File: src/include/omd_pkg.sv
// package: register map, field positions and protocol constants of the diagnostic byte block
package omd_pkg;
	localparam logic [7:0] OFS_BIAS_HI = 8'h64;
	localparam logic [7:0] OFS_BIAS_LO = 8'h65;
	localparam logic [7:0] OFS_TXPWR_HI = 8'h66;
	localparam logic [7:0] OFS_TXPWR_LO = 8'h67;
	localparam logic [7:0] OFS_RXPWR_HI = 8'h68;
	localparam logic [7:0] OFS_RXPWR_LO = 8'h69;
	localparam logic [7:0] OFS_AUX1_HI = 8'h6a;
	localparam logic [7:0] OFS_AUX1_LO = 8'h6b;
	localparam logic [7:0] OFS_AUX2_HI = 8'h6c;
	localparam logic [7:0] OFS_AUX2_LO = 8'h6d;
	localparam logic [7:0] OFS_CTRL = 8'h6e;
	localparam logic [7:0] OFS_LOCK = 8'h6f;
	localparam int MEAS_COUNT = 5;
	// control and status byte bit positions
	localparam int BIT_DATA_NOT_READY = 0;
	localparam int BIT_SIGNAL_LOST = 1;
	localparam int BIT_INT_LEVEL = 2;
	localparam int BIT_SOFT_PDOWN = 3;
	localparam int BIT_PDOWN_LEVEL = 4;
	localparam int BIT_UNREADY_LEVEL = 5;
	localparam int BIT_SOFT_TXDIS = 6;
	localparam int BIT_TXDIS_LEVEL = 7;
	// lock byte bit positions
	localparam int BIT_RX_UNLOCKED = 3;
	localparam int RESERVED_LOCK_BITS = 3;
	// serial link
	localparam logic [6:0] DEFAULT_DEV_ADDR = 7'h50;
	localparam logic [3:0] BITS_PER_BYTE = 4'h8;
	typedef enum logic [2:0] {
		OMD_IDLE = 3'b000,
		OMD_ADDR = 3'b001,
		OMD_ACK_ADDR = 3'b010,
		OMD_RX = 3'b011,
		OMD_ACK_RX = 3'b100,
		OMD_TX = 3'b101,
		OMD_ACK_TX = 3'b110
	} omd_link_t;
endpackage : omd_pkg

File: src/hdl/omd_diag_regs.sv
// diagnostic and status byte bank behind a two-wire serial management slave
//
// Overview of operation
// - bias current pair at 0x64/0x65
// - transmit power pair at 0x66/0x67
// - receive power pair at 0x68/0x69
// - two auxiliary pairs at 0x6A..0x6D
// - not-ready flag high until first sample
// - signal-lost level in bit 1, prompt update
// - interrupt pin level in bit 2
// - soft power-down bit enters low-power mode
// - soft power-down never causes module reset
// - power-down pin level in bit 4
// - not-ready pin level in bit 5
// - writing one to bit 6 disables laser
// - laser follows write within 100 ms
// - laser off is soft OR pin disable
// - soft laser disable resets to zero
// - transmit-disable pin level in bit 7
// - lock byte bits 0-2 read zero
// - receive recovery unlock in lock bit 3
`timescale 1ns/100ps
`default_nettype none
module omd_diag_regs
	import omd_pkg::*;
#(
	parameter logic [6:0] DEV_ADDR = DEFAULT_DEV_ADDR
)
(
	input wire logic core_clk,
	input wire logic reset_n,
	input wire logic mgmtScl,
	input wire logic mgmtSdaIn,
	output logic mgmtSdaOut,
	output logic mgmtSdaOe,
	input wire logic [15:0] biasMeas,
	input wire logic [15:0] txPowerMeas,
	input wire logic [15:0] rxPowerMeas,
	input wire logic [15:0] auxOneMeas,
	input wire logic [15:0] auxTwoMeas,
	input wire logic measStrobe,
	input wire logic optical_signal_lost,
	input wire logic intPinLevel,
	input wire logic powerDownPin,
	input wire logic module_unready_pin,
	input wire logic txDisablePin,
	input wire logic receive_recovery_unlocked,
	output logic laserOff,
	output logic powerDownMode,
	output logic moduleReset
);

	typedef struct packed {
		omd_link_t link;
		logic sclPrev;
		logic sdaPrev;
		logic [3:0] bitCnt;
		logic [7:0] shift;
		logic [7:0] ptr;
		logic ptrSet;
		logic isRead;
		logic hostAck;
		logic sdaOe;
		logic [MEAS_COUNT-1:0][15:0] meas;
		logic holdValid;
		logic [7:0] holdAddr;
		logic [7:0] holdLow;
		logic dataNotReady;
		logic losLvl;
		logic intLvl;
		logic pdLvl;
		logic unreadyLvl;
		logic txDisLvl;
		logic unlockLvl;
		logic softPd;
		logic softTxDis;
		logic laserOff;
		logic powerDown;
		logic modReset;
	} omd_state_t;

	omd_state_t r;
	omd_state_t next_r;
	logic sclRise;
	logic sclFall;
	logic startSeen;
	logic stopSeen;
	logic wrCtrl;
	logic loadHigh;
	logic [7:0] ctrlView, lockView;

	// pair index of a measurement offset
	function automatic logic [2:0] pairIndex(input logic [7:0] addr);
		logic [7:0] rel;
		rel = addr - OFS_BIAS_HI;
		return rel[3:1];
	endfunction : pairIndex

	function automatic logic isMeasAddr(input logic [7:0] addr);
		return (addr >= OFS_BIAS_HI) && (addr <= OFS_AUX2_LO);
	endfunction : isMeasAddr

	// byte the host sees at an offset
	function automatic logic [7:0] readByte(input logic [7:0] addr, input omd_state_t s);
		logic [7:0] b;
		b = 8'h00;
		if (isMeasAddr(addr))
		begin
			if (s.holdValid && (addr == s.holdAddr))
				b = s.holdLow;
			else if (addr[0] == OFS_BIAS_HI[0])
				b = s.meas[pairIndex(addr)][15:8];
			else
				b = s.meas[pairIndex(addr)][7:0];
		end
		else if (addr == OFS_CTRL)
		begin
			b[BIT_DATA_NOT_READY] = s.dataNotReady;
			b[BIT_SIGNAL_LOST] = s.losLvl;
			b[BIT_INT_LEVEL] = s.intLvl;
			b[BIT_SOFT_PDOWN] = s.softPd;
			b[BIT_PDOWN_LEVEL] = s.pdLvl;
			b[BIT_UNREADY_LEVEL] = s.unreadyLvl;
			b[BIT_SOFT_TXDIS] = s.softTxDis;
			b[BIT_TXDIS_LEVEL] = s.txDisLvl;
		end
		else if (addr == OFS_LOCK)
		begin
			b[BIT_RX_UNLOCKED] = s.unlockLvl;
		end
		return b;
	endfunction : readByte

	always_comb
	begin
		next_r = r;
		wrCtrl = 1'b0;
		loadHigh = 1'b0;
		sclRise = mgmtScl && !r.sclPrev;
		sclFall = !mgmtScl && r.sclPrev;
		startSeen = mgmtScl && r.sclPrev && r.sdaPrev && !mgmtSdaIn;
		stopSeen = mgmtScl && r.sclPrev && !r.sdaPrev && mgmtSdaIn;
		next_r.sclPrev = mgmtScl;
		next_r.sdaPrev = mgmtSdaIn;

		// pin mirrors, refreshed every cycle
		next_r.losLvl = optical_signal_lost;
		next_r.intLvl = intPinLevel;
		next_r.pdLvl = powerDownPin;
		next_r.unreadyLvl = module_unready_pin;
		next_r.txDisLvl = txDisablePin;
		next_r.unlockLvl = receive_recovery_unlocked;

		if (measStrobe)
		begin
			next_r.meas[0] = biasMeas;
			next_r.meas[1] = txPowerMeas;
			next_r.meas[2] = rxPowerMeas;
			next_r.meas[3] = auxOneMeas;
			next_r.meas[4] = auxTwoMeas;
			next_r.dataNotReady = 1'b0;
		end

		if (startSeen)
		begin
			next_r.link = OMD_ADDR;
			next_r.bitCnt = 4'h0;
			next_r.sdaOe = 1'b0;
		end
		else if (stopSeen)
		begin
			next_r.link = OMD_IDLE;
			next_r.sdaOe = 1'b0;
		end
		else if (sclRise)
		begin
			case (r.link)
				OMD_ADDR, OMD_RX:
				begin
					next_r.shift = {r.shift[6:0], mgmtSdaIn};
					next_r.bitCnt = r.bitCnt + 4'h1;
				end
				OMD_ACK_TX:
				begin
					next_r.hostAck = !mgmtSdaIn;
				end
				default:
				begin
					next_r.hostAck = r.hostAck;
				end
			endcase
		end
		else if (sclFall)
		begin
			case (r.link)
				OMD_ADDR:
				begin
					if (r.bitCnt == BITS_PER_BYTE)
					begin
						if (r.shift[7:1] == DEV_ADDR)
						begin
							next_r.link = OMD_ACK_ADDR;
							next_r.isRead = r.shift[0];
							next_r.ptrSet = r.shift[0];
							next_r.sdaOe = 1'b1;
						end
						else
						begin
							next_r.link = OMD_IDLE;
						end
					end
				end
				OMD_ACK_ADDR, OMD_ACK_TX:
				begin
					if (r.link == OMD_ACK_TX && !r.hostAck)
					begin
						next_r.link = OMD_IDLE;
						next_r.sdaOe = 1'b0;
					end
					else if (r.isRead)
					begin
						next_r.shift = readByte(r.ptr, r);
						next_r.sdaOe = !next_r.shift[7];
						next_r.ptr = r.ptr + 8'h01;
						next_r.bitCnt = 4'h1;
						next_r.link = OMD_TX;
						if (isMeasAddr(r.ptr) && (r.ptr[0] == OFS_BIAS_HI[0]))
						begin
							loadHigh = 1'b1;
							next_r.holdValid = 1'b1;
							next_r.holdAddr = r.ptr + 8'h01;
							next_r.holdLow = r.meas[pairIndex(r.ptr)][7:0];
						end
					end
					else
					begin
						next_r.sdaOe = 1'b0;
						next_r.bitCnt = 4'h0;
						next_r.link = OMD_RX;
					end
				end
				OMD_RX:
				begin
					if (r.bitCnt == BITS_PER_BYTE)
					begin
						next_r.sdaOe = 1'b1;
						next_r.link = OMD_ACK_RX;
						if (!r.ptrSet)
						begin
							next_r.ptr = r.shift;
							next_r.ptrSet = 1'b1;
						end
						else
						begin
							if (r.ptr == OFS_CTRL)
							begin
								wrCtrl = 1'b1;
								next_r.softPd = r.shift[BIT_SOFT_PDOWN];
								next_r.softTxDis = r.shift[BIT_SOFT_TXDIS];
							end
							next_r.ptr = r.ptr + 8'h01;
						end
					end
				end
				OMD_ACK_RX:
				begin
					next_r.sdaOe = 1'b0;
					next_r.bitCnt = 4'h0;
					next_r.link = OMD_RX;
				end
				OMD_TX:
				begin
					if (r.bitCnt == BITS_PER_BYTE)
					begin
						next_r.sdaOe = 1'b0;
						next_r.link = OMD_ACK_TX;
					end
					else
					begin
						next_r.shift = {r.shift[6:0], 1'h0};
						next_r.sdaOe = !r.shift[6];
						next_r.bitCnt = r.bitCnt + 4'h1;
					end
				end
				default:
				begin
					next_r.link = OMD_IDLE;
				end
			endcase
		end

		// laser and power control, one cycle behind their causes
		next_r.laserOff = next_r.softTxDis | txDisablePin;
		next_r.powerDown = next_r.softPd | powerDownPin;
		next_r.modReset = r.pdLvl & ~powerDownPin;
	end

	always_ff @(posedge core_clk)
	begin
		if (!reset_n)
		begin
			r <= '0;
			r.sclPrev <= 1'h1;
			r.sdaPrev <= 1'h1;
			r.dataNotReady <= 1'h1;
			r.softTxDis <= 1'h0;
		end
		else
		begin
			r <= next_r;
		end
	end

	assign mgmtSdaOut = 1'h0;
	assign mgmtSdaOe = r.sdaOe;
	assign laserOff = r.laserOff;
	assign powerDownMode = r.powerDown;
	assign moduleReset = r.modReset;
	assign ctrlView = readByte(OFS_CTRL, r);
	assign lockView = readByte(OFS_LOCK, r);
endmodule : omd_diag_regs
`default_nettype wire

File: config.mk
export PLATFORM = sky130hd
export DESIGN_NAME = omd_diag_regs
export DESIGN_NICKNAME = d
export VERILOG_FILES = /design/src/include/omd_pkg.sv /design/src/hdl/omd_diag_regs.sv
export SDC_FILE = /design/constraint.sdc
export NUM_CORES = 1
export LEC_CHECK = 0
export ABC_CLOCK_PERIOD_IN_PS = 6500
export BUFFER_PORTS_ARGS = -buffer_cell sky130_fd_sc_hd__buf_2
export CORE_MARGIN = 4
export CORE_UTILIZATION = 52
export DETAILED_ROUTE_END_ITERATION = 6
export PLACE_DENSITY = 0.82
export SYNTH_ARGS = -nofsm -noshare
export SYNTH_HDL_FRONTEND = slang
export SYNTH_SLANG_ARGS = --single-unit
File: constraint.sdc
create_clock -name core_clk -period 6.5 [get_ports core_clk]
set_input_delay 1.3 -clock core_clk [delete_from_list [all_inputs] [get_ports core_clk]]
set_output_delay 1.3 -clock core_clk [all_outputs]
set_load 0.02 [all_outputs]
==> Word-level counts from Yosys, hierarchy flattened <==
Index checks and enable logic that the tools add are counted.
{ "word_totals": {"register_bits": 138, "elab_cells": 169, "out_inout_bits": 5, "in_bits": 91} }
{ "op_classes": {"addsub": 3, "muxes": 58, "reduce_logical": 39, "n_eq_ne": 25, "n_lt_le_gt_ge": 3, "bitwise_logic": 10} }
{ "ops": {"columns": ["op", "count"], "rows": [
  ["8-bit 2-to-1 mux", 11],
  ["16-bit binary-select mux with 3-bit select", 1],
  ["12-bit 2-to-1 mux", 3],
  ["16-bit 2-to-1 mux", 2],
  ["8-bit one-hot mux with 2 select lines", 2],
  ["8-bit AND reduction", 4],
  ["2-bit 2-to-1 mux", 11],
  ["22-bit 2-to-1 mux", 1],
  ["20-bit 2-to-1 mux", 1],
  ["3-bit 2-to-1 mux", 6],
  ["8-bit by 7-bit == test with 1-bit output (second input constant)", 2],
  ["3-bit one-hot mux with 5 select lines", 1],
  ["1-bit 2-to-1 mux", 14],
  ["2-bit != test (second input constant)", 6],
  ["4-bit != test (second input constant)", 3],
  ["4-bit one-hot mux with 3 select lines", 1],
  ["6-bit AND reduction", 2],
  ["1-bit logical AND", 11],
  ["5-bit AND reduction", 2],
  ["3-bit == test (second input constant)", 3],
  ["9-bit 2-to-1 mux", 1],
  ["3-bit != test (second input constant)", 3],
  ["8-bit by 1-bit adder with 8-bit output (second input constant)", 1],
  ["8-bit == test", 1],
  ["other kinds (26)", 45]
]} }

==> Longest topological paths before layout <==
{ "logic_depth": {"ltp_word": 18, "ltp_mapped": 12} }

==> Worst setup path before layout <==
No wires, ideal clock.
{ "synth_path": {"path_type": "in2reg", "start": "input port mgmtScl", "end": "register r[113] in the netlist's numbering", "path_buffers": 2, "arrival_ns": 2.906, "path_stages": 8, "path_slack_ns": 3.520, "setup_ns": 0.074, "cell_sequence": "ha_1 clkbuf_1 nor2b_1 nand2_1 or3_1 clkbuf_1 or3_1 a31oi_1"} }
{ "synth_between": {"elab_chain_len": 5, "elab_cells_between_ends": 12, "cone_classes": "bitwise (3); reduce/logical (9)"} }
{ "synth_rtl": {"columns": ["element", "line_no", "text"], "rows": [
  ["start, declared", "omd_diag_regs.sv:32", "input wire logic mgmtScl,"],
  ["1-bit logical AND", "omd_diag_regs.sv:141, omd_diag_regs.sv:142", null],
  ["1-bit logical AND, on equally long branches (2 in series)", "omd_diag_regs.sv:141, omd_diag_regs.sv:142", null],
  ["1-bit NOT (no line)", null, null],
  ["8-bit AND reduction (no line) (*)", null, null],
  ["end signal, assigned", "omd_diag_regs.sv:310", "r <= next_r;"],
  ["end, declared", "omd_diag_regs.sv:82", "omd_state_t r;"]
]} }
Every way passes the cells marked *; elsewhere a longest branch is shown, timed or not.
A chain may end at the register's enable or synchronous reset.

==> Worst setup path in the final report <==
Ends and elaborated chain as after synthesis.

==> results.cfg <==
[synthesis]
synthTopCellsByArea = dfxtp_1, mux2i_1, nor2_1
synth_ff_type = dfxtp_1
syn_area_um2 = 6750
ys.warnings.count = 0
synth.top_cell.area_share_pct = 40.9
synth_nets = 864
synth_seq_cells = 138
synth_edf_count = 0
syn_area_per_cell_um2 = 8.86
seq_area_frac_synth_pct = 40.9
yosysUniqueCellTypes = 64
synthArstFlopShare_pct = 0
synthCells = 762
yosysTopAreaCell = dfxtp_1

[route]
vias = 5967
drtIter0Drc = 449
via_per_inst = 5.91
dr.pass1.iters = 5
met3_wirelength_um = 1220
wl_um = 17800
route.met2.wl_um = 8520
ant_nets = 0
drc_errors = 0
wl_per_cell_um = 17.7
met1_length_um = 7530
topRoutingLayerUsed = met4

[clock_network]
h-tree-depth = 4
cts-hold-fix-buffers = 0
root_buffer = clkbuf_16
clk_pin_slew_ns = 0.06
cts-resized-gates = 0
cts_buffers = 17
clk_latency_ns = 0.42
cts.path.max_buffers = 2
cts_tree = done
cts_sinks = 138
cts_setup_buffers = 0

[global_routing]
grt-ovfl-total = 0
grt_pass1_vias = 5726
track_usage_pct = 24.3
antenna_found_initial = 0
grt_pass1_wl_um = 28700
grt_max_degree = 82

[worst_setup_path]
start_kind = primary input
endpoint_kind = flip-flop
timing.rr.end = mgmtSdaOe
cpPeakStageDelay_ns = 0.86
worst_path_max_delay_cell = nor3_1
r2r_cells = 9
r2r_slack_ns = 2.92
critPathArrivalTime_ns = 4.05
regToRegStartpoint = r[115]
worstPathCellList = buf_2, ha_1, nor2b_1, nand2_1, nor3_1, nand3_1, a31oi_1
critPathRequiredTime_ns = 6.83
crit_fanout = 19
critPathKind = in2reg

[timing]
rsz0062_at_grt = no
worstMarginPinSlew_ns = 1.15
period_needed_ns = 3.72
finalHoldViolCount = 0
tns_ns = 0
final.setup_skew_ns = 0.00795
drv_slew = 0
max_slew_margin_pct = 22.8
fmax_mhz = 269
post-route-period-util_pct = 57.3
layout_setup_ws_ns = 2.78
setup_viol = 0

[final_layout]
area_growth_syn_to_layout_pct = 15.9
finish.utilization_pct = 61.8
nFillCells = 1093
final_net_count = 927
layout_commonest_cell = dfxtp_1
diodes = 0
drive_gt1_share_pct = 18.3
final_cell_mix = dfxtp_1, nor2_1, mux2i_1

[floorplanning]
start_util_pct = 53.3
dieArea_um2 = 14900
die_w_um = 122
num_rows = 41
die_h_um = 122
core_area_um2 = 12700
io-pin-count = 96

[hold_path]
hp-class = reg2reg
hold_depth = 2
holdCritStartpoint = r[27]
min_to = r[27]

[placement]
gp_congestion = 0.916
place_hpwl_um = 12200
dp_slack_ns = 2.43
port_buffers = 94

[job]
maxCapViolations = 0

[status]
status = finished, final reports clean

[pwr]
ir_worst_vdd_uv = 203
leakage_nw = 3.17
powerDensity_nw_per_um2 = 257
==> cells by family after synthesis <==
group	synth area share, %
AOI/OAI and AO/OA	16.3
xor gates and xnor gates	1.69
adders and majority gates	2.04
buffers and inverters	4.41
DFF	40.9
muxes	17.2
other	0.0555
and+or+nand+nor	17.5
==> critical path, delay by kind of cell <==
kind / cells / cell delay (ns)
and+or+nand+nor: 4 / 2.03
buffers and inverters: 1 / 0.12
adders and majority gates: 1 / 0.40
AOI/OAI and AO/OA: 1 / 0.21
==> where the power goes <==
part           internal [mW]  total [mW]  switching (mW)
clock network          0.568       0.953           0.385
registers              0.883       0.907          0.0247
logic                 0.0687       0.152          0.0837
==> state kept, by name (all words and copies together) (netlist names) <==
signal,count
lockView,1
ctrlView,8
moduleReset,1
mgmtSdaOe,1
laserOff,1
r,125
powerDownMode,1
==> cells in the mapped netlist, types with 9 or more instances <==
library cell  number
nand2_1           45
a32oi_1            9
mux2i_1          100
inv_1             15
nand3_1           16
a21oi_1           35
buf_1              9
ha_1              11
nand2b_1           9
xnor2_1           11
dfxtp_1          138
o21ai_0           29
nor2_1           132
nor2b_1            9
a211oi_1          12
mux2_2            14
clkbuf_1          40
==> per-layer routing <==
metal	GRT usage (%)	up-vias
met5	0	-
met1	31.3	2824
met4	10.6	0
li1	-	2848
met3	5.39	46
met2	39.1	249
==> stage by stage <==
step | area (µm²) | hold WS (ns) | cells | total power, mW
2_1_floorplan | 6750 | 0.422 | 762 | 1.02
5_1_grt | 7830 | 0.491 | 1010 | 2.08
3_3_place_gp | 7250 | 0.440 | 978 | 1.07
6_report | 7830 | 0.448 | 1010 | 2.01
3_5_place_dp | 7250 | 0.442 | 978 | 1.07
4_1_cts | 7830 | 0.451 | 1010 | 2.02
==> area by class of cell <==
class,count,area (µm²),area share [%]
repair buffers,99,510,6.52
inverters,16,61.3,0.783
well taps,172,215,2.75
multi-input cells,553,3700,47.3
flip-flops and latches,138,2760,35.3
clock buffers,19,433,5.53
clock inverters,13,145,1.85
==> worst max-delay path by stage <==
stage | from | to | depth (start not counted) | slack (ns)
2_1_floorplan | mgmtScl | r[113] | 8 | 3.52
3_3_place_gp | mgmtScl | r[113] | 7 | 2.55
3_5_place_dp | mgmtScl | r[113] | 7 | 2.43
4_1_cts | mgmtScl | r[113] | 7 | 2.87
5_1_grt | mgmtScl | r[114] | 7 | 2.56
6_report | mgmtScl | r[113] | 7 | 2.78
(Power assumes the default switching activity.)
